### config.mk
export PLATFORM = sky130hd
export DESIGN_NAME = sensor_link
export DESIGN_NICKNAME = d
export VERILOG_FILES = /design/src/core/two_wire_pkg.sv /design/src/core/pin_edge_if.sv /design/src/core/pin_sync.sv /design/src/core/sensor_link.sv
export VERILOG_INCLUDE_DIRS = /design/src /design/src/core
export SDC_FILE = /design/constraint.sdc
export NUM_CORES = 1
export LEC_CHECK = 0
export CAP_MARGIN = 20
export CORE_AREA = 2 2 76 92
export CTS_CLUSTER_DIAMETER = 150
export DETAILED_ROUTE_END_ITERATION = 7
export DIE_AREA = 0 0 78 94
export DONT_BUFFER_PORTS = 1
export PLACE_DENSITY = 0.51
export SYNTH_ARGS = -nofsm -noshare
export SYNTH_HDL_FRONTEND = slang
export SYNTH_SLANG_ARGS = --single-unit
### constraint.sdc
create_clock -name sys_clk_in -period 2.5 [get_ports sys_clk_in]
set_input_delay 0.125 -clock sys_clk_in [delete_from_list [all_inputs] [get_ports sys_clk_in]]
set_output_delay 0.125 -clock sys_clk_in [all_outputs]
set_load 0.005 [all_outputs]
### src/core/two_wire_defines.svh
// constants for the two-wire sensor link: field widths, codes, counts
// assumes it is included by bare name from every file that needs them
`ifndef TWO_WIRE_DEFINES_SVH
`define TWO_WIRE_DEFINES_SVH

// =====================================================================
// command framing
`define TW_ADDR_W        3        // address bits at the head of a command
`define TW_CODE_W        5        // command bits after the address
`define TW_BYTE_W        8        // bits in one framed byte
`define TW_ADDR_VALUE    3'h0     // the only address answered
`define TW_CODE_RESET    5'h00    // command code register after reset
`define TW_BYTE_RESET    8'h00    // shift register after reset

// =====================================================================
// counters
`define TW_CNT_W         4        // width of bit and toggle counters
`define TW_CNT_ZERO      4'h0     // counter clear value
`define TW_CNT_ONE       4'h1     // counter step
`define TW_BITS_LAST     4'h8     // bit count at the end of a byte
`define TW_RESET_TOGGLES 4'h9     // clock toggles with data high that reset

`endif

### src/core/two_wire_pkg.sv
// types shared by the two-wire sensor link modules
// assumes two_wire_defines.svh supplies the widths
`include "two_wire_defines.svh"

package two_wire_pkg;

  // =====================================================================
  // link state machine
  typedef enum logic [3:0] {
    ST_IDLE,        // waiting for a start pattern
    ST_START_FALL,  // data fell while clock high
    ST_START_LOW,   // clock pulsed low inside the start
    ST_START_HIGH,  // clock high again, waiting for data to rise
    ST_CMD,         // shifting in address and command bits
    ST_ACK,         // holding data low as acknowledge
    ST_TX_WAIT,     // command taken, waiting for a reply byte
    ST_TX_BITS,     // driving reply bits out
    ST_TX_ACK       // controller acknowledge slot
  } link_state_type;

  // =====================================================================
  // pin synchroniser state
  typedef struct packed {
    logic sck_meta;   // first stage, read only by second
    logic sck_sync;   // settled clock level
    logic sck_prev;   // previous settled clock level
    logic dat_meta;   // first stage, read only by second
    logic dat_sync;   // settled data level
    logic dat_prev;   // previous settled data level
  } sync_state_type;

  // =====================================================================
  // link engine state
  typedef struct packed {
    link_state_type            state;     // protocol position
    logic [`TW_CNT_W-1:0]      bit_cnt;   // bits moved in this byte
    logic [`TW_CNT_W-1:0]      rst_cnt;   // clock rises seen with data high
    logic [`TW_BYTE_W-1:0]     shreg;     // command in / reply out
    logic                      ack_low;   // controller acknowledged
    logic                      dat_out;   // level driven on data
    logic                      dat_oe;    // data pin driven
    logic                      cmd_valid; // one-cycle command pulse
    logic [`TW_CODE_W-1:0]     cmd_code;  // last accepted command
    logic                      tx_ready;  // ready for a reply byte
  } link_state_reg_type;

endpackage

### src/core/pin_edge_if.sv
// settled pin levels and edge strobes passed from the synchroniser
// assumes one clock domain, the system clock
`timescale 1ns/1ps

interface pin_edge_if;
  logic sck_level;  // settled clock level
  logic sck_rise;   // one-cycle pulse on clock rise
  logic sck_fall;   // one-cycle pulse on clock fall
  logic dat_level;  // settled data level, high when released
  logic dat_rise;   // one-cycle pulse on data rise
  logic dat_fall;   // one-cycle pulse on data fall

  // synchroniser drives, link engine reads
  modport source (output sck_level, sck_rise, sck_fall, dat_level, dat_rise, dat_fall);
  modport sink   (input  sck_level, sck_rise, sck_fall, dat_level, dat_rise, dat_fall);
endinterface // pin_edge_if

### src/core/pin_sync.sv
// two-stage synchroniser and edge finder for the clock and data pins
// assumes both pins are asynchronous to sys_clk_in
`timescale 1ns/1ps
`include "two_wire_defines.svh"

module pin_sync (
  // clock and reset
  input  wire logic  sys_clk_in,
  input  wire logic  reset_in,
  // raw pins
  input  wire logic  sck_in,
  input  wire logic  dat_in,
  // settled levels and edges
  pin_edge_if.source edges
);

  two_wire_pkg::sync_state_type q;  // registered state
  two_wire_pkg::sync_state_type d;  // next state

  // =====================================================================
  // next state: shift each pin through two flops, keep last value
  always_comb begin
    d          = q;
    d.sck_meta = sck_in;
    d.sck_sync = q.sck_meta;
    d.sck_prev = q.sck_sync;
    d.dat_meta = dat_in;
    d.dat_sync = q.dat_meta;
    d.dat_prev = q.dat_sync;
  end

  // =====================================================================
  // registers; data resets high, as the pull-up holds it
  always_ff @(posedge sys_clk_in) begin
    if (reset_in) begin
      q <= '{1'b0, 1'b0, 1'b0, 1'b1, 1'b1, 1'b1};
    end else begin
      q <= d;
    end
  end

  // =====================================================================
  // edges only from settled stages, never from the first flop
  assign edges.sck_level = q.sck_sync;
  assign edges.sck_rise  = q.sck_sync & ~q.sck_prev;
  assign edges.sck_fall  = ~q.sck_sync & q.sck_prev;
  assign edges.dat_level = q.dat_sync;
  assign edges.dat_rise  = q.dat_sync & ~q.dat_prev;
  assign edges.dat_fall  = ~q.dat_sync & q.dat_prev;

endmodule // pin_sync

### src/core/sensor_link.sv
// device end of the two-wire sensor link: start detect, command in,
// acknowledge, reply bytes out, connection reset
// assumes an external controller makes the clock and a pull-up on data
`timescale 1ns/1ps
`include "two_wire_defines.svh"

module sensor_link #(
  parameter int unsigned RESET_TOGGLES = `TW_RESET_TOGGLES  // released clock rises that reset
) (
  // clock and reset
  input  wire logic                   sys_clk_in,
  input  wire logic                   reset_in,
  // link pins
  input  wire logic                   sck_in,
  input  wire logic                   dat_in,
  output logic                        dat_out,
  output logic                        dat_oe_out,
  // command to the sensor core
  output logic                        cmd_valid_out,
  output logic [`TW_CODE_W-1:0]       cmd_code_out,
  // reply byte from the sensor core
  input  wire logic                   tx_valid_in,
  input  wire logic [`TW_BYTE_W-1:0]  tx_byte_in,
  output logic                        tx_ready_out
);

  // =====================================================================
  // pin synchroniser
  pin_edge_if edges ();  // settled pin levels and strobes

  // the clock pin only feeds this input stage; no path drives it
  pin_sync u_sync (
    .sys_clk_in (sys_clk_in),
    .reset_in   (reset_in),
    .sck_in     (sck_in),
    .dat_in     (dat_in),
    .edges      (edges)
  );

  two_wire_pkg::link_state_reg_type q;  // registered state
  two_wire_pkg::link_state_reg_type d;  // next state

  // =====================================================================
  // connection reset limit
  // cut to counter width on purpose; the check below keeps it in range
  localparam logic [`TW_CNT_W-1:0] RST_LIMIT = RESET_TOGGLES[`TW_CNT_W-1:0];

  // a limit the counter cannot reach would leave the link unrecoverable
  if (RESET_TOGGLES < 1 || RESET_TOGGLES >= (1 << `TW_CNT_W)) begin : g_bad_toggles
    $error("reset toggle count does not fit the counter");
  end

  // =====================================================================
  // next state: every move but the reply load in ST_TX_WAIT waits on a pin edge, so no timeout exists
  // and a stopped clock freezes the machine outside ST_TX_WAIT
  always_comb begin
    d           = q;
    d.cmd_valid = 1'b0;
    case (q.state)
      // idle: a data fall with clock high opens a start
      two_wire_pkg::ST_IDLE: begin
        if (edges.dat_fall && edges.sck_level) begin
          d.state = two_wire_pkg::ST_START_FALL;
        end
      end
      // data low, clock high: expect clock to fall
      two_wire_pkg::ST_START_FALL: begin
        if (edges.dat_rise) begin
          d.state = two_wire_pkg::ST_IDLE;               // a stop, not a start
        end else if (edges.sck_fall) begin
          d.state = two_wire_pkg::ST_START_LOW;
        end
      end
      // clock low inside start: data must still be low at the rise
      two_wire_pkg::ST_START_LOW: begin
        if (edges.sck_rise) begin
          d.state = edges.dat_level ? two_wire_pkg::ST_IDLE
                                    : two_wire_pkg::ST_START_HIGH;
        end
      end
      // clock high again: data rise completes the start
      two_wire_pkg::ST_START_HIGH: begin
        if (edges.dat_rise) begin
          d.state   = two_wire_pkg::ST_CMD;
          d.bit_cnt = `TW_CNT_ZERO;
        end else if (edges.sck_fall) begin
          d.state = two_wire_pkg::ST_IDLE;
        end
      end
      // command bits: taken on rising edges, MSB first
      two_wire_pkg::ST_CMD: begin
        if (edges.sck_rise) begin
          // released line reads one, pulled low reads zero
          d.shreg   = {q.shreg[`TW_BYTE_W-2:0], edges.dat_level};
          d.bit_cnt = q.bit_cnt + `TW_CNT_ONE;
        end else if (edges.sck_fall && q.bit_cnt == `TW_BITS_LAST) begin
          // any other address, such as an I2C one, gets no answer
          if (q.shreg[`TW_BYTE_W-1 -: `TW_ADDR_W] == `TW_ADDR_VALUE) begin
            d.state   = two_wire_pkg::ST_ACK;
            d.dat_out = 1'b0;
            d.dat_oe  = 1'b1;
          end else begin
            d.state = two_wire_pkg::ST_IDLE;
          end
        end
      end
      // acknowledge held until the ninth fall
      two_wire_pkg::ST_ACK: begin
        if (edges.sck_fall) begin
          d.dat_oe    = 1'b0;
          d.dat_out   = 1'b1;
          d.cmd_valid = 1'b1;
          d.cmd_code  = q.shreg[`TW_CODE_W-1:0];
          d.tx_ready  = 1'b1;
          d.state     = two_wire_pkg::ST_TX_WAIT;
        end
      end
      // waiting for the core; a new start abandons the reply
      two_wire_pkg::ST_TX_WAIT: begin
        if (edges.dat_fall && edges.sck_level) begin
          d.tx_ready = 1'b0;
          d.state    = two_wire_pkg::ST_START_FALL;
        end else if (tx_valid_in) begin
          // clock is low here, so the first bit may go out at once
          d.shreg    = tx_byte_in;
          d.dat_out  = tx_byte_in[`TW_BYTE_W-1];
          d.dat_oe   = 1'b1;
          d.bit_cnt  = `TW_CNT_ONE;
          d.tx_ready = 1'b0;
          d.state    = two_wire_pkg::ST_TX_BITS;
        end
      end
      // each falling edge moves to the next bit, held through the rise
      two_wire_pkg::ST_TX_BITS: begin
        if (edges.sck_fall) begin
          if (q.bit_cnt == `TW_BITS_LAST) begin
            d.dat_oe  = 1'b0;
            d.dat_out = 1'b1;
            d.state   = two_wire_pkg::ST_TX_ACK;
          end else begin
            d.shreg   = {q.shreg[`TW_BYTE_W-2:0], 1'b0};
            d.dat_out = q.shreg[`TW_BYTE_W-2];
            d.bit_cnt = q.bit_cnt + `TW_CNT_ONE;
          end
        end
      end
      // controller pulls low to ask for another byte
      two_wire_pkg::ST_TX_ACK: begin
        if (edges.sck_rise) begin
          d.ack_low = ~edges.dat_level;
        end else if (edges.sck_fall) begin
          d.tx_ready = q.ack_low;
          d.state    = q.ack_low ? two_wire_pkg::ST_TX_WAIT
                                 : two_wire_pkg::ST_IDLE;
        end
      end
      default: begin
        d.state  = two_wire_pkg::ST_IDLE;
        d.dat_oe = 1'b0;
      end
    endcase

    // connection reset: count clock rises with data left high; only
    // counted while the pin is released, since our own drive is no sign
    if (edges.sck_rise && !q.dat_oe) begin
      if (!edges.dat_level) begin
        d.rst_cnt = `TW_CNT_ZERO;
      end else if (q.rst_cnt != RST_LIMIT) begin
        d.rst_cnt = q.rst_cnt + `TW_CNT_ONE;
      end
    end
    if (q.rst_cnt == RST_LIMIT) begin
      // interface only; the last command code is kept
      d.state    = two_wire_pkg::ST_IDLE;
      d.rst_cnt  = `TW_CNT_ZERO;
      d.dat_oe   = 1'b0;
      d.dat_out  = 1'b1;
      d.tx_ready = 1'b0;
    end
  end

  // =====================================================================
  // state register
  always_ff @(posedge sys_clk_in) begin
    if (reset_in) begin
      q.state     <= two_wire_pkg::ST_IDLE;
      q.bit_cnt   <= `TW_CNT_ZERO;
      q.rst_cnt   <= `TW_CNT_ZERO;
      q.shreg     <= `TW_BYTE_RESET;
      q.ack_low   <= 1'b0;
      q.dat_out   <= 1'b1;
      q.dat_oe    <= 1'b0;
      q.cmd_valid <= 1'b0;
      q.cmd_code  <= `TW_CODE_RESET;
      q.tx_ready  <= 1'b0;
    end else begin
      q <= d;
    end
  end

  // =====================================================================
  // outputs straight from the state flops
  assign dat_out       = q.dat_out;
  assign dat_oe_out    = q.dat_oe;
  assign cmd_valid_out = q.cmd_valid;
  assign cmd_code_out  = q.cmd_code;
  assign tx_ready_out  = q.tx_ready;

endmodule // sensor_link

==> metrics.txt <==
slowest stage cell, crit path=sky130_fd_sc_hd__dfxtp_1; post-layout instance area=2270 um^2; area taken by flip-flops and latches=between 700 and 800 um^2; simple-gate share of the synthesized area=31.1%; number of antenna violations at the first check in global routing=0; area of the core=approximately 6400 um^2; HP Class=in -> reg; met2 demand-to-capacity share in global routing=a little under a quarter; leakage component of the power=around 0.79 nW; Clk pin slew, worst setup/hold paths=roughly 0.07 ns; Placer Congestion=0.875; via count=approximately 1,700; count of yosys warnings during synthesis=0; final standard cell count with taps included and fillers excluded=330; highest attainable clock frequency=between 400 and 500 MHz; antenna cell count=0; kind of launch point of the worst setup path=flop; Synth Area in Compound Gates=between 10% and 20%; global routing met1 resource utilization=17.2%; effective utilization at floorplan=approximately a third; TritonCTS clock tree=yes; share of the clock period used by the worst path after layout=about 86%; setup slack of the critical path after layout=~0.36 ns; Synth Instances=roughly 240; proportion of netlist area held by the largest area contributor=35.8%; parity-gate share of the synthesized area counting xor and xnor cells=0%; maximum capacitance violations=0; arrival time at the worst endpoint=2.33 ns; arithmetic-cell share of the synthesized area counting full adders, half adders and majority gates=around 2.5%; hold buffers post-CTS=8; RSZ-0062 raised after global routing=false; Critical path buffers and inverters=0; Critical Setup Path Class=reg -> reg; layer with the highest usage=met2; layout net count=about 260; Clock Tree Root=sky130_fd_sc_hd__clkbuf_8; maximum buffer depth of the clock tree=2; wire length of the first global-routing pass=just over 8000 um; share of flip-flops with an asynchronous set or reset after synthesis=0%; global route overflow=0; count of TritonRoute iterations in the first routing pass=5; sum of routed wire length over all layers=4830 um; TritonCTS buffer count=5; fill cell instance count of the final layout=694; setup violation total in the final timing report=0; Cell variety after synth=56; Tightest Pin Transition=roughly 0.97 ns; wire length per cell after detailed routing=~15 um; vias in the first global route=approximately 1,600; CP Data Required Time=2.69 ns; total placed instance area=around 2100 um^2; Syn Std Cell Area=2020 um^2; Setup Fix Bufs, Post-CTS=0; final number of hold-violating endpoints=0; Mean Syn Cell Area=8.36 um^2; main combinational cell family by area after synthesis=simple AND/OR/NAND/NOR gates; std cell rows=32; layout cell share with drive strength beyond 1=a little under an eighth; multi-input gate area in the final layout=1160 um^2; sinks on the clock net=36; flop and latch count out of synthesis=36; total global-route track usage=13.9%; CP Capture Type=flop; number of buffers inserted by port buffering=0; count of pins on the block boundary=22; hpwl dp=roughly 3300 um; largest area contributor in the netlist=sky130_fd_sc_hd__dfxtp_1; Max Transition Viols Final=0; final worst clock skew=roughly 0.0070 ns; series of cell instances along the critical path=nor2b_1, a211o_1, nor4_4, nand2_2, o41ai_2; number of vias per cell=slightly above 5; cells taking the most area after synthesis=sky130_fd_sc_hd__dfxtp_1, sky130_fd_sc_hd__nand2_1, sky130_fd_sc_hd__nor2_1; pin count of the biggest net entering global routing=25; EDFF count, synth=0; setup_tns=0 ns; met3 Use GR=2.50%; DRC=0; worst rel slew slack=a little over a third; number of nets with antenna violations after routing=0; Post-Place Worst Slack=between 0.4 and 0.5 ns; post-synthesis net count=258; Max stage delay on crit path=between 0.7 and 0.8 ns; multiplexer share of the synthesized area=4.47%; family of cells with the greatest summed delay on the critical path=flip-flops; clock latency of the later-clocked register in the worst-skew pair=just under 0.3 ns; htree depth=2; DP Cell Count=about 310; sequential area share after synthesis=roughly 36%; Crit Path Max Fanout=20; clock period minus worst slack=approximately 2.1 ns; count of instances resized after the clock tree is built=0; number of DRC markers after the initial detailed-route iteration=66; Die Ht=roughly 94 um; IR Drop Worst-Case VDD=around 360 uV; Die Footprint=roughly 7300 um^2; floorplan die width=a little under 80 um; power density of the placed cells=around 610 nW/um^2; most common flop cell mapped by yosys=sky130_fd_sc_hd__dfxtp_1; run status=finished, final reports clean; Area Growth Syn to Fin=12.5%
[per-layer routing]
| metal | vias up | part of all wire, % |
|---|---|---|
| li1 | 862 | - |
| met1 | 805 | 46 |
| met2 | 39 | 48 |
| met3 | 6 | 4.0 |
| met4 | 0 | 2.2 |
| met5 | - | 0 |
[cells by family (layout without fill, tap and decap cells)]
kind of cell | count (synthesis) | in the layout
flip-flops | 36 | 36
AO/OA/AOI/OAI | 54 | 54
buffers and inverters | 26 | 30
multiplexers | 9 | 9
adder cells (fa/ha/maj) | 4 | 4
AND/OR/NAND/NOR | 112 | 112
[flip-flops by register name (all words and copies together) (netlist names)]
name,count
dat_oe_out,1
tx_ready_out,1
cmd_code_out,5
u_sync.q,2
cmd_valid_out,1
u_sync.edges.dat_level,1
q,21
u_sync.d,2
u_sync.edges.sck_level,1
dat_out,1
[power breakdown]
part           leakage, nW  internal [mW]  switching [mW]  total (mW)
registers            0.291          0.587          0.0455       0.633
logic                0.434         0.0835          0.0991       0.183
clock network       0.0645          0.352           0.210       0.562
[cell type report]
type	instances	area share, %
multi-input combinational	179	51.1
inverter	8	1.32
clock buffer	7	4.25
tap	85	4.69
clock inverter	1	1.32
timing repair buffer	14	5.52
sequential	36	31.8
[path summary, 6_finish.rpt]
check                            startpoint                      to  slack [ns]  cells after the start
worst max register to register        q[27]                   q[25]        0.36                      5
worst min-delay path               reset_in                   q[24]       0.007                      2
worst max-delay path                  q[27]                   q[25]        0.36                      5
worst min register to register  u_sync.d[1]  u_sync.edges.dat_level        0.41                      1
[cell usage in the layout (no fill, tap or decap), types with 2 or more instances in the layout]
cell and n:
sky130_fd_sc_hd__nor2_1 27, sky130_fd_sc_hd__buf_4 6, sky130_fd_sc_hd__nand4_1 2, sky130_fd_sc_hd__clkbuf_8 7, sky130_fd_sc_hd__a221oi_1 3, sky130_fd_sc_hd__nand2b_1 10
sky130_fd_sc_hd__o21ai_0 9, sky130_fd_sc_hd__a311oi_1 6, sky130_fd_sc_hd__nand2_1 30, sky130_fd_sc_hd__nor4_4 2, sky130_fd_sc_hd__o22ai_1 2, sky130_fd_sc_hd__nor3_1 2
sky130_fd_sc_hd__mux2i_1 9, sky130_fd_sc_hd__nand3b_1 4, sky130_fd_sc_hd__a21oi_1 10, sky130_fd_sc_hd__and3b_1 2, sky130_fd_sc_hd__dlygate4sd3_1 8, sky130_fd_sc_hd__a211oi_1 4
sky130_fd_sc_hd__ha_1 4, sky130_fd_sc_hd__nor3b_1 2, sky130_fd_sc_hd__o21ai_1 2, sky130_fd_sc_hd__nand3_1 6, sky130_fd_sc_hd__a211o_1 2, sky130_fd_sc_hd__dfxtp_1 36
sky130_fd_sc_hd__or2_2 3, sky130_fd_sc_hd__nor2b_1 11, sky130_fd_sc_hd__inv_1 7
[synthesized netlist by cell type (2+ instances only)]
library cell               instances
sky130_fd_sc_hd__buf_2             3
sky130_fd_sc_hd__nor3_1            2
sky130_fd_sc_hd__buf_4             7
sky130_fd_sc_hd__clkbuf_1          7
sky130_fd_sc_hd__o21ai_0           9
sky130_fd_sc_hd__or2_2             3
sky130_fd_sc_hd__a21oi_1          10
sky130_fd_sc_hd__nor3b_1           2
sky130_fd_sc_hd__nor4_4            2
sky130_fd_sc_hd__a311oi_1          6
sky130_fd_sc_hd__mux2i_1           9
sky130_fd_sc_hd__nand3_1           6
sky130_fd_sc_hd__o21ai_1           2
sky130_fd_sc_hd__a221oi_1          3
sky130_fd_sc_hd__inv_1             7
sky130_fd_sc_hd__nor2_1           27
sky130_fd_sc_hd__ha_1              4
sky130_fd_sc_hd__dfxtp_1          36
sky130_fd_sc_hd__a211o_1           2
sky130_fd_sc_hd__nand4_1           2
sky130_fd_sc_hd__nand2_1          30
sky130_fd_sc_hd__nand2b_1         10
sky130_fd_sc_hd__nand3b_1          4
sky130_fd_sc_hd__a211oi_1          4
sky130_fd_sc_hd__o22ai_1           2
sky130_fd_sc_hd__nor2b_1          11
sky130_fd_sc_hd__and3b_1           2
[per-stage QoR]
step	hold slack, ns	util, %	power (mW)
2_1_floorplan	0.229	-	0.776
3_3_place_gp	0.199	32.2	0.806
3_5_place_dp	0.201	32.2	0.805
4_1_cts	0.00111	35.4	1.39
5_1_grt	0.0130	35.4	1.43
6_report	0.00730	35.4	1.38
Power figures use the tool's default switching activity.
